<file path="src/include/stc_map.svh">
`ifndef STC_MAP_SVH
`define STC_MAP_SVH

// ---------------------------------------------------------------
// register byte offsets
// ---------------------------------------------------------------
`define STC_OFS_COUNT_LOW 8'h00
`define STC_OFS_COUNT_HIGH 8'h04
`define STC_OFS_TIMER_CONTROL 8'h08
`define STC_OFS_IRQ_STATUS 8'h0C
`define STC_OFS_IRQ_MASK 8'h10

// ---------------------------------------------------------------
// fields and reset values
// ---------------------------------------------------------------
`define STC_OVF_BIT 0
`define STC_CTRL_RESET 8'h00
`define STC_COUNT_RESET 16'h0000
`define STC_COUNT_MAX 16'hFFFF
`define STC_SEV_TRIGGER_MODE 4'hB

// ---------------------------------------------------------------
// timing counts
// ---------------------------------------------------------------
`define STC_INSTR_DIV_LAST 2'h3

`endif

</file>
<file path="src/include/stc_pkg.sv">
`default_nettype none

package stc_pkg;

  // timer_control layout, bit 7 down to bit 0
  typedef struct packed {
    logic wide_access_mode;
    logic ccp_timebase_select_high;
    logic [1:0] prescale_select;
    logic ccp_timebase_select_low;
    logic ext_sync_disable;
    logic clock_source_select;
    logic run_enable;
  } stc_ctrl_type;

  // one capture/compare module as seen by this timer
  typedef struct packed {
    logic [3:0] compare_mode_select;
    logic match;
  } stc_ccp_type;

endpackage : stc_pkg

`default_nettype wire

</file>
<file path="src/hdl/stc_sync2.sv">
`default_nettype none

module stc_sync2 #(
  parameter int W = 1
) (
  input wire logic clk_i,          // bus clock
  input wire logic reset_i,        // async reset, active high
  input wire logic [W-1:0] d_i,    // asynchronous inputs
  output logic [W-1:0] q_o         // synchronised copy
);

  logic [W-1:0] meta_r;

  // first stage feeds the second stage only
  always_ff @(posedge clk_i or posedge reset_i)
  begin
    if (reset_i)
    begin
      meta_r <= '0;
      q_o <= '0;
    end
    else
    begin
      meta_r <= d_i;
      q_o <= meta_r;
    end
  end

endmodule : stc_sync2

`default_nettype wire

</file>
<file path="src/hdl/stc_timer.sv">
// How it works
// - clock source select clear: count every instruction cycle, clk/4.
// - clock source select set: count rising edges of pin or aux oscillator.
// - aux oscillator on forces both pins input, ignores direction, reads 0.
// - wide mode: high address is a buffer, low read loads it.
// - wide mode: high write fills buffer, low write loads all 16 bits.
// - wide mode: counter high byte reachable only through the buffer.
// - prescaler cleared by low byte writes only, never by high writes.
// - 16-bit count runs up from 0000 to FFFF then wraps to 0000.
// - wrap sets sticky overflow flag; interrupt only when enabled.
// - compare module in trigger mode on this timer resets count to zero.
// - software write in same cycle as trigger reset wins.
// - trigger reset never sets the overflow flag.
// - two control bits pick this timer or the other per compare module.
`default_nettype none
`include "stc_map.svh"

module stc_timer (
  input wire logic clk_i,                        // bus clock, 40 MHz
  input wire logic reset_i,                      // async reset, high
  input wire logic psel,                         // apb select
  input wire logic penable,                      // apb access phase
  input wire logic pwrite,                       // apb direction
  input wire logic [7:0] paddr,                  // apb byte address
  input wire logic [31:0] pwdata,                // apb write data
  output logic [31:0] prdata,                    // apb read data
  output logic pready,                           // apb ready
  output logic pslverr,                          // apb error
  output logic irq_o,                            // overflow interrupt
  input wire logic aux_oscillator_enable_i,      // from other timer
  input wire logic external_count_input_i,       // count pin
  input wire logic aux_osc_in_pin_i,             // aux oscillator clock
  input wire logic [1:0] port_c_pins_i,          // raw pin levels
  input wire logic [1:0] port_c_direction_i,     // software direction
  input wire stc_pkg::stc_ccp_type ccp_low_i,    // first compare module
  input wire stc_pkg::stc_ccp_type ccp_high_i,   // second compare module
  output logic [1:0] port_dir_o,                 // effective direction
  output logic [1:0] port_read_o,                // pin read value
  output logic [1:0] ccp_uses_this_timer_o,      // per module timebase
  output logic [15:0] count_o                    // live count
);

  // ---------------------------------------------------------------
  // state
  // ---------------------------------------------------------------
  stc_pkg::stc_ctrl_type ctrl_r;
  logic [15:0] count_r;
  logic [15:0] count_nxt;
  logic [7:0] high_buf_r;
  logic ovf_flag_r;
  logic ovf_mask_r;
  logic [1:0] instr_div_r;
  logic [2:0] presc_r;
  logic [2:0] presc_last;
  logic src_prev_r;
  logic armed_r;
  logic [3:0] sync_q;
  logic ext_s;
  logic aux_s;
  logic [1:0] pins_s;
  logic src_level;
  logic src_tick;
  logic presc_done;
  logic inc;
  logic wrap;
  logic trig_reset;

  // ---------------------------------------------------------------
  // pin synchronisers
  // ---------------------------------------------------------------
  stc_sync2 #(
    .W(4)
  ) u_sync (
    .clk_i(clk_i),
    .reset_i(reset_i),
    .d_i({port_c_pins_i, aux_osc_in_pin_i, external_count_input_i}),
    .q_o(sync_q)
  );

  assign ext_s = sync_q[0];
  assign aux_s = sync_q[1];
  assign pins_s = sync_q[3:2];

  // ---------------------------------------------------------------
  // apb decode
  // ---------------------------------------------------------------
  logic setup;
  logic access;
  logic wr;
  logic hit_low;
  logic hit_high;
  logic hit_ctrl;
  logic hit_stat;
  logic hit_mask;
  logic mapped;

  assign setup = psel && !penable;
  assign access = psel && penable && pready;
  assign wr = access && pwrite;
  assign hit_low = (paddr == `STC_OFS_COUNT_LOW);
  assign hit_high = (paddr == `STC_OFS_COUNT_HIGH);
  assign hit_ctrl = (paddr == `STC_OFS_TIMER_CONTROL);
  assign hit_stat = (paddr == `STC_OFS_IRQ_STATUS);
  assign hit_mask = (paddr == `STC_OFS_IRQ_MASK);
  assign mapped = hit_low || hit_high || hit_ctrl || hit_stat || hit_mask;

  logic wr_low;
  logic wr_high;
  assign wr_low = wr && hit_low;
  assign wr_high = wr && hit_high;

  // one wait-free answer: data and ready are prepared in setup
  always_ff @(posedge clk_i or posedge reset_i)
  begin
    if (reset_i)
    begin
      pready <= 1'b0;
      pslverr <= 1'b0;
    end
    else
    begin
      pready <= setup;
      pslverr <= setup && !mapped;
    end
  end

  always_ff @(posedge clk_i or posedge reset_i)
  begin
    if (reset_i)
      prdata <= 32'h00000000;
    else if (setup && !pwrite)
    begin
      prdata <= 32'h00000000;
      if (hit_low)
        prdata[7:0] <= count_r[7:0];
      else if (hit_high)
        // buffer in wide mode, plain byte otherwise
        prdata[7:0] <= ctrl_r.wide_access_mode ?
                       high_buf_r : count_r[15:8];
      else if (hit_ctrl)
        prdata[7:0] <= ctrl_r;
      else if (hit_stat)
        prdata[`STC_OVF_BIT] <= ovf_flag_r;
      else if (hit_mask)
        prdata[`STC_OVF_BIT] <= ovf_mask_r;
    end
  end

  // ---------------------------------------------------------------
  // control register
  // ---------------------------------------------------------------
  always_ff @(posedge clk_i or posedge reset_i)
  begin
    if (reset_i)
      ctrl_r <= `STC_CTRL_RESET;
    else if (wr && hit_ctrl)
      ctrl_r <= pwdata[7:0];
  end

  // ---------------------------------------------------------------
  // high byte buffer
  // ---------------------------------------------------------------
  // loaded in the setup cycle of the low read, same cycle the low
  // byte is sampled, so both halves belong to one count value
  always_ff @(posedge clk_i or posedge reset_i)
  begin
    if (reset_i)
      high_buf_r <= 8'h00;
    else if (ctrl_r.wide_access_mode)
    begin
      if (setup && !pwrite && hit_low)
        high_buf_r <= count_r[15:8];
      else if (wr_high)
        high_buf_r <= pwdata[7:0];
    end
  end

  // ---------------------------------------------------------------
  // count source selection
  // ---------------------------------------------------------------
  // aux oscillator shares the count pin; when on it is the source
  assign src_level = aux_oscillator_enable_i ? aux_s : ext_s;

  always_ff @(posedge clk_i or posedge reset_i)
  begin
    if (reset_i)
      src_prev_r <= 1'b0;
    else
      src_prev_r <= src_level;
  end

  // first rising edge only counts after a falling edge was seen
  always_ff @(posedge clk_i or posedge reset_i)
  begin
    if (reset_i)
      armed_r <= 1'b0;
    else if (!ctrl_r.clock_source_select || !ctrl_r.run_enable)
      armed_r <= 1'b0;
    else if (src_prev_r && !src_level)
      armed_r <= 1'b1;
  end

  always_ff @(posedge clk_i or posedge reset_i)
  begin
    if (reset_i)
      instr_div_r <= 2'h0;
    else
      instr_div_r <= instr_div_r + 2'h1;
  end

  // single clock: the unsynchronised option still passes the
  // synchronisers, so trigger reset always works in this design
  always_comb
  begin
    if (!ctrl_r.run_enable)
      src_tick = 1'b0;
    else if (ctrl_r.clock_source_select)
      src_tick = armed_r && !src_prev_r && src_level;
    else
      src_tick = (instr_div_r == `STC_INSTR_DIV_LAST);
  end

  // ---------------------------------------------------------------
  // prescaler
  // ---------------------------------------------------------------
  always_comb
  begin
    case (ctrl_r.prescale_select)
      2'h0: presc_last = 3'h0;
      2'h1: presc_last = 3'h1;
      2'h2: presc_last = 3'h3;
      2'h3: presc_last = 3'h7;
      default: presc_last = 3'h0;
    endcase
  end

  assign presc_done = src_tick && (presc_r == presc_last);

  always_ff @(posedge clk_i or posedge reset_i)
  begin
    if (reset_i)
      presc_r <= 3'h0;
    else if (wr_low)
      presc_r <= 3'h0;
    else if (presc_done)
      presc_r <= 3'h0;
    else if (src_tick)
      presc_r <= presc_r + 3'h1;
  end

  // ---------------------------------------------------------------
  // compare module timebase and trigger reset
  // ---------------------------------------------------------------
  logic use_low;
  logic use_high;
  // high bit set: both modules; low bit only: second module only
  assign use_high = ctrl_r.ccp_timebase_select_high ||
                    ctrl_r.ccp_timebase_select_low;
  assign use_low = ctrl_r.ccp_timebase_select_high;

  assign trig_reset =
    (use_low && ccp_low_i.match &&
     ccp_low_i.compare_mode_select == `STC_SEV_TRIGGER_MODE) ||
    (use_high && ccp_high_i.match &&
     ccp_high_i.compare_mode_select == `STC_SEV_TRIGGER_MODE);

  always_ff @(posedge clk_i or posedge reset_i)
  begin
    if (reset_i)
      ccp_uses_this_timer_o <= 2'h0;
    else
      ccp_uses_this_timer_o <= {use_high, use_low};
  end

  // ---------------------------------------------------------------
  // counter
  // ---------------------------------------------------------------
  assign inc = presc_done;
  assign wrap = inc && (count_r == `STC_COUNT_MAX);

  always_comb
  begin
    count_nxt = count_r;
    if (wr_low)
      // write beats trigger and count in the same cycle
      count_nxt = ctrl_r.wide_access_mode ?
                  {high_buf_r, pwdata[7:0]} :
                  {count_r[15:8], pwdata[7:0]};
    else if (wr_high && !ctrl_r.wide_access_mode)
      count_nxt = {pwdata[7:0], count_r[7:0]};
    else if (trig_reset)
      count_nxt = `STC_COUNT_RESET;
    else if (inc)
      count_nxt = count_r + 16'h0001;
  end

  always_ff @(posedge clk_i or posedge reset_i)
  begin
    if (reset_i)
      count_r <= `STC_COUNT_RESET;
    else
      count_r <= count_nxt;
  end

  assign count_o = count_r;

  // ---------------------------------------------------------------
  // overflow interrupt
  // ---------------------------------------------------------------
  logic ovf_set;
  // only a natural wrap that is not overridden sets the flag
  assign ovf_set = wrap && !trig_reset && !wr_low &&
                   !(wr_high && !ctrl_r.wide_access_mode);

  always_ff @(posedge clk_i or posedge reset_i)
  begin
    if (reset_i)
      ovf_flag_r <= 1'b0;
    else if (ovf_set)
      ovf_flag_r <= 1'b1;
    else if (wr && hit_stat && pwdata[`STC_OVF_BIT])
      ovf_flag_r <= 1'b0;
  end

  always_ff @(posedge clk_i or posedge reset_i)
  begin
    if (reset_i)
      ovf_mask_r <= 1'b0;
    else if (wr && hit_mask)
      ovf_mask_r <= pwdata[`STC_OVF_BIT];
  end

  always_ff @(posedge clk_i or posedge reset_i)
  begin
    if (reset_i)
      irq_o <= 1'b0;
    else
      irq_o <= ovf_flag_r && ovf_mask_r;
  end

  // ---------------------------------------------------------------
  // oscillator pin override
  // ---------------------------------------------------------------
  always_ff @(posedge clk_i or posedge reset_i)
  begin
    if (reset_i)
    begin
      port_dir_o <= 2'h3;
      port_read_o <= 2'h0;
    end
    else if (aux_oscillator_enable_i)
    begin
      port_dir_o <= 2'h3;
      port_read_o <= 2'h0;
    end
    else
    begin
      port_dir_o <= port_c_direction_i;
      port_read_o <= pins_s;
    end
  end

endmodule : stc_timer

`default_nettype wire

</file>
<file path="config.mk">
export PLATFORM = sky130hd
export DESIGN_NAME = stc_timer
export DESIGN_NICKNAME = d
export VERILOG_FILES = /design/src/include/stc_pkg.sv /design/src/hdl/stc_sync2.sv /design/src/hdl/stc_timer.sv
export VERILOG_INCLUDE_DIRS = /design/src /design/src/include
export SDC_FILE = /design/constraint.sdc
export NUM_CORES = 1
export LEC_CHECK = 0
export ABC_AREA = 1
export BUFFER_PORTS_ARGS = -buffer_cell sky130_fd_sc_hd__buf_2
export CELL_PAD_IN_SITES_DETAIL_PLACEMENT = 1
export CELL_PAD_IN_SITES_GLOBAL_PLACEMENT = 2
export CORE_ASPECT_RATIO = 0.5
export CORE_MARGIN = 1
export CORE_UTILIZATION = 31
export CTS_CLUSTER_DIAMETER = 80
export CTS_CLUSTER_SIZE = 24
export DETAILED_ROUTE_END_ITERATION = 7
export PLACE_DENSITY_LB_ADDON = 0.05
export SYNTH_ARGS = -nofsm -noshare
export SYNTH_HDL_FRONTEND = slang
export SYNTH_SLANG_ARGS = --single-unit
</file>
<file path="constraint.sdc">
create_clock -name clk_i -period 3.1 [get_ports clk_i]
set_clock_uncertainty 0.2 [all_clocks]
set_input_delay 0.31 -clock clk_i [delete_from_list [all_inputs] [get_ports clk_i]]
set_output_delay 0.31 -clock clk_i [all_outputs]
set_load 0.01 [all_outputs]
</file>
# Yosys cells after proc, flatten, opt, wreduce, memory -nomap -nowiden
# Index checks and enable logic that the tools add are counted.
[word_totals]
register_bits = 66
wordCells = 125
output_inout_bits = 57
in_bits = 62
[op_classes]
eq_ne = 14
muxes = 27
reduce_logical = 56
add_sub_neg = 3
[ops]
columns = ["op", "count"]
rows = [
  ["16-bit two-way mux", 5],
  ["8-bit two-way mux", 5],
  ["1-bit logical AND", 27],
  ["16-bit by 1-bit adder with 16-bit output (second input constant)", 1],
  ["16-bit == test (second input constant)", 1],
  ["8-bit by 4-bit == test with 1-bit output (second input constant)", 2],
  ["3-bit one-hot mux with 4 select lines", 1],
  ["1-bit zero test", 11],
  ["1-bit two-way mux", 10],
  ["3-bit two-way mux", 3],
  ["4-bit == test (second input constant)", 2],
  ["8-bit by 3-bit == test with 1-bit output (second input constant)", 1],
  ["8-bit by 5-bit == test with 1-bit output (second input constant)", 1],
  ["8-bit zero test", 1],
  ["1-bit logical OR", 7],
  ["7-bit two-way mux", 1],
  ["2-bit == test (second input constant)", 3],
  ["2-bit AND reduction", 3],
  ["2-bit nonzero test", 3],
  ["3-bit nonzero test", 2],
  ["2-bit two-way mux", 2],
  ["2-bit inequality test (second input constant)", 2],
  ["4-bit nonzero test", 1],
  ["3-bit by 1-bit adder with 3-bit output (second input constant)", 1],
  ["4 further kinds", 4],
]

# Depth between registers and ports, before layout
# Gate-level depths: netlist of the first run.
[depth]
ltp_word = 11
depth_mapped = 12
ltp_nobuf = 12

# By module
# From an unflattened synthesis of the first run, not the netlist that was laid out.
[hier_totals]
hier_cells = 554
area_unflattened_um2 = 4055.1
[modules_own_cells]
columns = ["mod", "area_per_inst_um2", "instances", "seq_area_each_um2", "cells_each"]
rows = [
  ["stc_timer", 3851.2, 1, 1453.9, 545],
  ["stc_sync2", 203.9, 1, 200.2, 9],
]

# Worst setup path after synthesis of the first run
# No wires, ideal clock.
[synth_path]
kind = "register to register"
from = "register count_r[0] (netlist: count_o[0])"
to = "register count_r[8] (netlist: count_o[8])"
setup_time_ps = 118
period_less_slack_ps = 1674
setup_slack_ps = 1426
stages_incl_launch_ff = 11
required_time_ps = 2782
arrival_time_ps = 1356
n_path_buf = 0
cell_sequence = "dfrtp_1 > ha_1 > inv_1 > nor2_1 > nand3_1 > nand2_1 > nor2_1 > nand2_1 > nand2_1 > nand3_1 > nand2_1"
[synth_via]
elab_chain_len = 5
[synth_lines]
columns = ["element", "line", "text"]
rows = [
  ["start, declared", "stc_timer.sv:47", "logic [15:0] count_r;"],
  ["start signal, assigned", "stc_timer.sv:300", "count_r <= `STC_COUNT_RESET;"],
  ["start signal, assigned", "stc_timer.sv:302", "count_r <= count_nxt;"],
  ["16-bit by 1-bit adder with 16-bit output", "stc_timer.sv:294", "count_nxt = count_r + 16'h0001;"],
  ["16-bit two-way mux", "stc_timer.sv:293", "else if (inc)"],
  ["16-bit two-way mux", "stc_timer.sv:291", "else if (trig_reset)"],
  ["16-bit two-way mux", "stc_timer.sv:289", "else if (wr_high && !ctrl_r.wide_access_mode)"],
  ["16-bit two-way mux", "stc_timer.sv:284", "if (wr_low)"],
]
# Every way passes these cells. The select of a mux whose other input is x is not followed.
# A chain may end at the register's enable or synchronous reset.

# Worst setup path in the final report of the first run
[layout_path]
from = "input port penable"
to = "register count_r[12] (netlist: count_o[12])"
[layout_via]
elab_chain_len = 7
elab_cells_between_ends = 11
cone_classes = "eq/ne: 1; mux: 2; reduce/logical: 8"
[layout_lines]
columns = ["element", "line", "text"]
rows = [
  ["start, declared", "stc_timer.sv:22", "input wire logic penable,"],
  ["1-bit logical AND (*) (2 in a row)", "stc_timer.sv:98", "assign access = psel && penable && pready;"],
  ["1-bit logical AND (*)", "stc_timer.sv:99", "assign wr = access && pwrite;"],
  ["1-bit logical AND", "stc_timer.sv:110", "assign wr_high = wr && hit_high;"],
  ["1-bit logical AND", "stc_timer.sv:289", ""],
  ["4-bit nonzero test (no line) or 16-bit two-way mux (tied branches)", "-", ""],
  ["2-bit AND reduction (no line) or 16-bit two-way mux (tied branches)", "-", ""],
]
# Mark *: on every way between the ends. The rest lies on a longest branch, timed or not. The select of a mux whose other input is x is not followed.

==> results of run 1 <==
==> metrics by stage <==
stage,total power [uW],hold WS [ns],utilization [%]
CTS,2440,0.00192,39.7
detailed placement,1280,0.138,36.4
finish,2410,0.0113,39.7
global route,2520,0.0231,39.7
global placement,1280,0.135,36.4
floorplan,1170,0.131,-
==> cells in the mapped netlist (all sizes together) <==
master / number
o21bai: 1
inv: 59
dfstp: 2
a211oi: 1
mux2: 1
xnor2: 3
a21boi: 1
xor2: 4
nor2: 63
or2: 2
o22a: 5
nand3b: 3
a21oi: 22
buf: 34
nor3: 2
ha: 3
o21ai: 47
nand2: 181
nor4: 2
nand4: 15
clkbuf: 3
nand3: 30
conb: 1
dfrtp: 64
o21a: 1
==> how the worst max path moves through the flow <==
stage	endpoint	slack, ns	cells past startpoint
final	count_o[12]	0.59	10
after global routing	count_o[9]	0.47	10
after CTS	count_o[12]	0.60	10
after detailed placement	high_buf_r[1]	0.75	8
after global placement	high_buf_r[0]	0.82	8
after floorplan	armed_r	0.94	1
==> per-layer routing <==
| metal | track usage [%] | share of wire, % | vias to the layer above | wire length (um) |
|---|---|---|---|---|
| met5 | 0 | 0 | - | 0 |
| li1 | - | - | 1866 | - |
| met3 | 4.20 | 5.2 | 11 | 681 |
| met2 | 30.5 | 38 | 108 | 5060 |
| met1 | 31.4 | 56 | 1765 | 7370 |
| met4 | 4.49 | 0.79 | 0 | 104 |
==> where the power goes <==
group	leakage (uW)	total, uW	switching, uW	internal [uW]
combinational	0.00145	302	182	120
clock	0.000155	1130	406	728
sequential	0.000835	972	62.4	909
==> logic make-up after synthesis <==
kind of cell	share of synthesized area, %
multiplexers	0.280
flip-flops	41.1
AND/OR/NAND/NOR	33.1
other	0.0932
buffers and inverters	12.0
adder cells (fa/ha/maj)	0.933
XOR/XNOR	1.52
AO/OA/AOI/OAI	11.0
==> state kept, by name, indices dropped and copies added (netlist names), 3 cells and up <==
| name | cells |
|---|---|
| count_o | 16 |
| high_buf_r | 8 |
| prdata | 8 |
| ctrl_r | 7 |
| u_sync.meta_r | 4 |
| u_sync.q_o | 4 |
| presc_r | 3 |
==> final cells by class <==
class	count	area, sq um	area share [%]
clock buffer	10	239	4.93
clock inverter	6	88.8	1.83
inverter	59	221	4.57
multi-input combinational	411	1970	40.7
sequential	66	1650	34.1
tap	165	206	4.26
timing repair buffer	83	465	9.60
==> critical path: cells and delay by family <==
family                 cells  cell delay, ns
buffers and inverters      2            0.65
and+or+nand+nor            8            1.61
==> impl_metrics.ini, run 1 <==
[run_status]
status = finished clean

[clocking]
cts_sinks = 66
htreeDepth = 3
postCtsHoldBufs = 7
cts-root-buf = clkbuf_16
clkSlewWorstSetupHoldPaths_ns = 0.06
cts_setup_buffers = 0
tritoncts = yes
cts_buffers = 9
clkLatencyLatePin_ns = 0.33
clock_path_buffers = 2
cts_resized = 0

[sta]
hold_viol = 0
worst_pin_slew_ns = 0.905
rsz0062_at_grt = no
final.setup.tns_ns = 0
period_minus_slack_ns = 2.51
slew_violations = 0
worst_slack_ns = 0.592
finalCritPeriodShare_pct = 80.9
max-slew-margin-rel_pct = 39.7
max_freq_mhz = 399
report.final.setup_viol = 0

[worst_setup_path]
slowest_stage = dlygate4sd3_1
regToRegStartpoint = use_low
path_class = in2reg
r2r_end = count_o[12]
path_max_fanout = 22
required_ns = 3.17
crit_top_cell = nand2_1
max_stage_delay_ns = 0.53
start_kind = input pin
endpoint_kind = flop
cp_cell_sequence = dlygate4sd3_1 -> buf_2 -> nand2_1 -> nor2_2 -> nand2_4 -> nand3_2 -> nor2_2 -> nor2_1 -> nand2_1 -> nand2_1
reg2regPathDepth = 10
rrSetupSlack_ns = 0.84
arrival_ns = 2.58
cp-startpoint = penable

[floorplanning]
fp.dieW_um = 163
ios = 119
placementRows = 28
dieArea_sq_um = 13500
start_util_pct = 32.9
fp.dieH_um = 82.6
core_sq_um = 12200

[hold_path]
holdCritStartpoint = aux_oscillator_enable_i
hold_depth = 2
holdCritPathClass = in2reg
whs_endpoint = port_read_o[0]

[synthesis]
synth_area_sq_um = 4020
synth_seq_cells = 66
synth_top_area_share_pct = 39.8
synth_cell_type_count = 38
synth_area_leaders = dfrtp_1 (40%), nand2_1 (16%), o21ai_0 (5.6%), inv_1 (5.1%), nor2_1 (4.9%)
netlist_instances = 550
ys_warn_count = 0
synth_top_area_cell = dfrtp_1
yosysSeqAreaShare_pct = 41.1
avgSynthCellArea_sq_um = 7.32

[placed_design]
place.gp.congestion = 0.810
io_buffers = 70
placed_cell_area_sq_um = 4450
post-place-cells = 777
pre_cts_slack_ns = 0.748
place_hpwl_mm = 9.86

[grt]
grt-ovfl-total = 0
grt_max_degree = 67
grtUsageTotal_pct = 20.9
antenna_found_initial = 0
first_global_vias = 3725
grt_pass1_wl_mm = 20.8

[drt]
vias_per_cell = 4.69
totalWireLength_mm = 13.2
drt-pass1-iter-count = 4
drt-initial-drc-count = 230
num_vias = 3750
wl_per_cell_um = 16.5
drcViolationCount = 0
antenna_violating_nets_post_route = 0

[layout]
mostFrequentLayoutCells = nand2_1 (168), buf_2 (70), dfrtp_1 (64), inv_1 (54), nor2_1 (53)
layout_commonest_cell = nand2_1
drive_gt1_share_pct = 20.8
diodes = 0
final_cell_area_sq_um = 4850
fin_nets = 695
fillCellCount = 1564
fin_cells = 800
area_growth_pct = 20.5

[power_and_ir_drop]
ir_worst_vdd_uv = 231
leakagePower_uw = 0.00244
power.density_nw_per_um2 = 496

[flow_run]
maxCapViolCount = 0
(Power assumes the default switching activity.)
==> run 2: changes to the inputs <==
--- a/config.mk
+++ b/config.mk
@@ -12,7 +12,7 @@
 export CELL_PAD_IN_SITES_GLOBAL_PLACEMENT = 2
 export CORE_ASPECT_RATIO = 0.5
 export CORE_MARGIN = 1
-export CORE_UTILIZATION = 31
+export CORE_UTILIZATION = 26
 export CTS_CLUSTER_DIAMETER = 80
 export CTS_CLUSTER_SIZE = 24
 export DETAILED_ROUTE_END_ITERATION = 7
==> constraint.sdc (replaced) <==
create_clock -name clk_i -period 2.1 [get_ports clk_i]
set_clock_uncertainty 0.2 [all_clocks]
set_input_delay 0.21 -clock clk_i [delete_from_list [all_inputs] [get_ports clk_i]]
set_output_delay 0.21 -clock clk_i [all_outputs]
set_load 0.01 [all_outputs]
==> impl_metrics.ini, run 2 (synthesized netlist as in run 1, its figures left out) <==
[worst_setup_path]
critPathTopFamily = buffers and inverters
max_stage_delay_ns = 0.52
start_kind = input pin
cp_cell_sequence = dlygate4sd3_1 -> buf_2 -> nand2_1 -> nor2_4 -> nand3_4 -> nand3_2 -> buf_4 -> o21ai_0 -> nand2_1 -> nand2_1
reg2regPathDepth = 11
crit_top_cell = nand2_1
path_class = in2reg
arrival_ns = 1.98
worst-path-buf-inv = 3
r2r_end = count_o[11]
crit_path_end = count_o[3]
cp.depth = 10
cp-startpoint = penable
regToRegStartpoint = use_low
rrSetupSlack_ns = 0.20
path_max_fanout = 8
endpoint_kind = flop
slowest_stage = dlygate4sd3_1
required_ns = 2.13

[placed_design]
post-place-cells = 832
place.gp.congestion = 0.813
io_buffers = 70
place_hpwl_mm = 11.1

[power_and_ir_drop]
leakagePower_uw = 0.00263
total_power_uw = 3700
ir_worst_vdd_uv = 377
power.density_nw_per_um2 = 709

[layout]
fin_cells = 862
area_growth_pct = 29.9
fin_nets = 724
layout_commonest_cell = nand2_1
drive_gt1_share_pct = 23.8
fillCellCount = 1846
mostFrequentLayoutCells = nand2_1 (166), buf_2 (70), dfrtp_1 (64), inv_1 (54), nor2_1 (53)
diodes = 0
largest_register_ff_count = 16

[sta]
report.final.setup_viol = 0
hold_viol = 0
finalCritPeriodShare_pct = 93.0
max_freq_mhz = 512
final.setup.tns_ns = 0
rsz0062_at_grt = no
slew_violations = 0
period_minus_slack_ns = 1.95
worst_pin_slew_ns = 0.540
max-slew-margin-rel_pct = 63.9

[grt]
grt_pass1_wl_mm = 22.5
grt_max_degree = 25
antenna_found_initial = 0
grtUsageTotal_pct = 18.8
first_global_vias = 3979
grt-ovfl-total = 0

[clocking]
cts_sinks = 66
cts-root-buf = clkbuf_16
clock_path_buffers = 2
clkSlewWorstSetupHoldPaths_ns = 0.06
tritoncts = yes
clkLatencyLatePin_ns = 0.34
htreeDepth = 3
cts_buffers = 9

[drt]
wl_per_cell_um = 16.3
antenna_violating_nets_post_route = 0
drt-initial-drc-count = 175
drcViolationCount = 0
vias_per_cell = 4.45
drt-pass1-iter-count = 4
totalWireLength_mm = 14.1
num_vias = 3836

[floorplanning]
core_sq_um = 14800
fp.dieH_um = 90.0
fp.dieW_um = 178
start_util_pct = 27.2
dieArea_sq_um = 16000
placementRows = 31
ios = 119

[hold_path]
holdCritPathClass = in2reg

[flow_run]
maxCapViolCount = 0

[run_status]
status = finished clean
run 2: cell count changes in the layout (fill, tap and decap cells not counted), sizes merged:
| cell | change |
|---|---|
| clkinvlp | -2 |
| bufinv | +1 |
| dlygate4sd3 | +5 |
| buf | +24 |
| clkinv | +1 |
run 2: final cells by class:
| cell class | count | area (sq um) | area share (%) |
|---|---|---|---|
| Multi-Input combinational cell | 411 | 2000 | 38.3 |
| Sequential cell | 66 | 1650 | 31.6 |
| Timing Repair Buffer | 112 | 758 | 14.5 |
| Tap cell | 198 | 248 | 4.74 |
| Clock buffer | 10 | 229 | 4.38 |
| Inverter | 59 | 221 | 4.24 |
| Clock inverter | 6 | 113 | 2.15 |
run 2: where the power goes:
part / switching [uW] / leakage (uW) / internal (uW)
registers: 70.9 / 0.000835 / 1340
logic: 301 / 0.00162 / 221
clock network: 603 / 0.000167 / 1160
total: 975 / 0.00263 / 2730
run 2: repair_timing:
item | 4_1_cts | 5_1_grt
buffers inserted | 0 | 2
resized for setup | 0 | 8
hold buffers | 12 | 0
endpoints found under the setup margin | 0 | 21
endpoints found under the hold margin | 29 | 0
run 2: per-stage QoR:
| stage | setup slack (ns) | cell area [sq um] | hold WS, ns | utilization (%) |
|---|---|---|---|---|
| floorplan | 0.0385 | 4110 | 0.0414 | - |
| global placement | 0.178 | 4710 | 0.0930 | 31.9 |
| detailed placement | 0.155 | 4710 | 0.0951 | 31.9 |
| CTS | 0.0309 | 5170 | 0.00278 | 35.0 |
| global route | 0.0000169 | 5230 | 0.0243 | 35.4 |
| finish | 0.146 | 5230 | 0.00933 | 35.4 |
run 2: how the worst min path moves through the flow:
stage	start	end	cells after the start
after global placement	reset_i	ccp_uses_this_timer_o[1]	2
after global routing	pwdata[2]	ctrl_r[2]	2
after detailed placement	reset_i	ccp_uses_this_timer_o[0]	2
after CTS	pwdata[5]	count_o[5]	5
after floorplan	external_count_input_i	u_sync.meta_r[0]	0
final	pwdata[5]	count_o[5]	5
run 2: worst min-delay path, cell delays in order:
cell and delay (ns):
buf_2 0.09, nand2_1 0.05, o21ai_0 0.07, nand2_1 0.06, nand2_1 0.04
run 2: metal layers:
metal	global-route usage, %	wire [um]	vias up
met5	0	0	-
met1	28.3	7680	1800
met2	27.0	5580	98
met4	4.27	122	0
met3	3.93	670	10
li1	-	-	1928
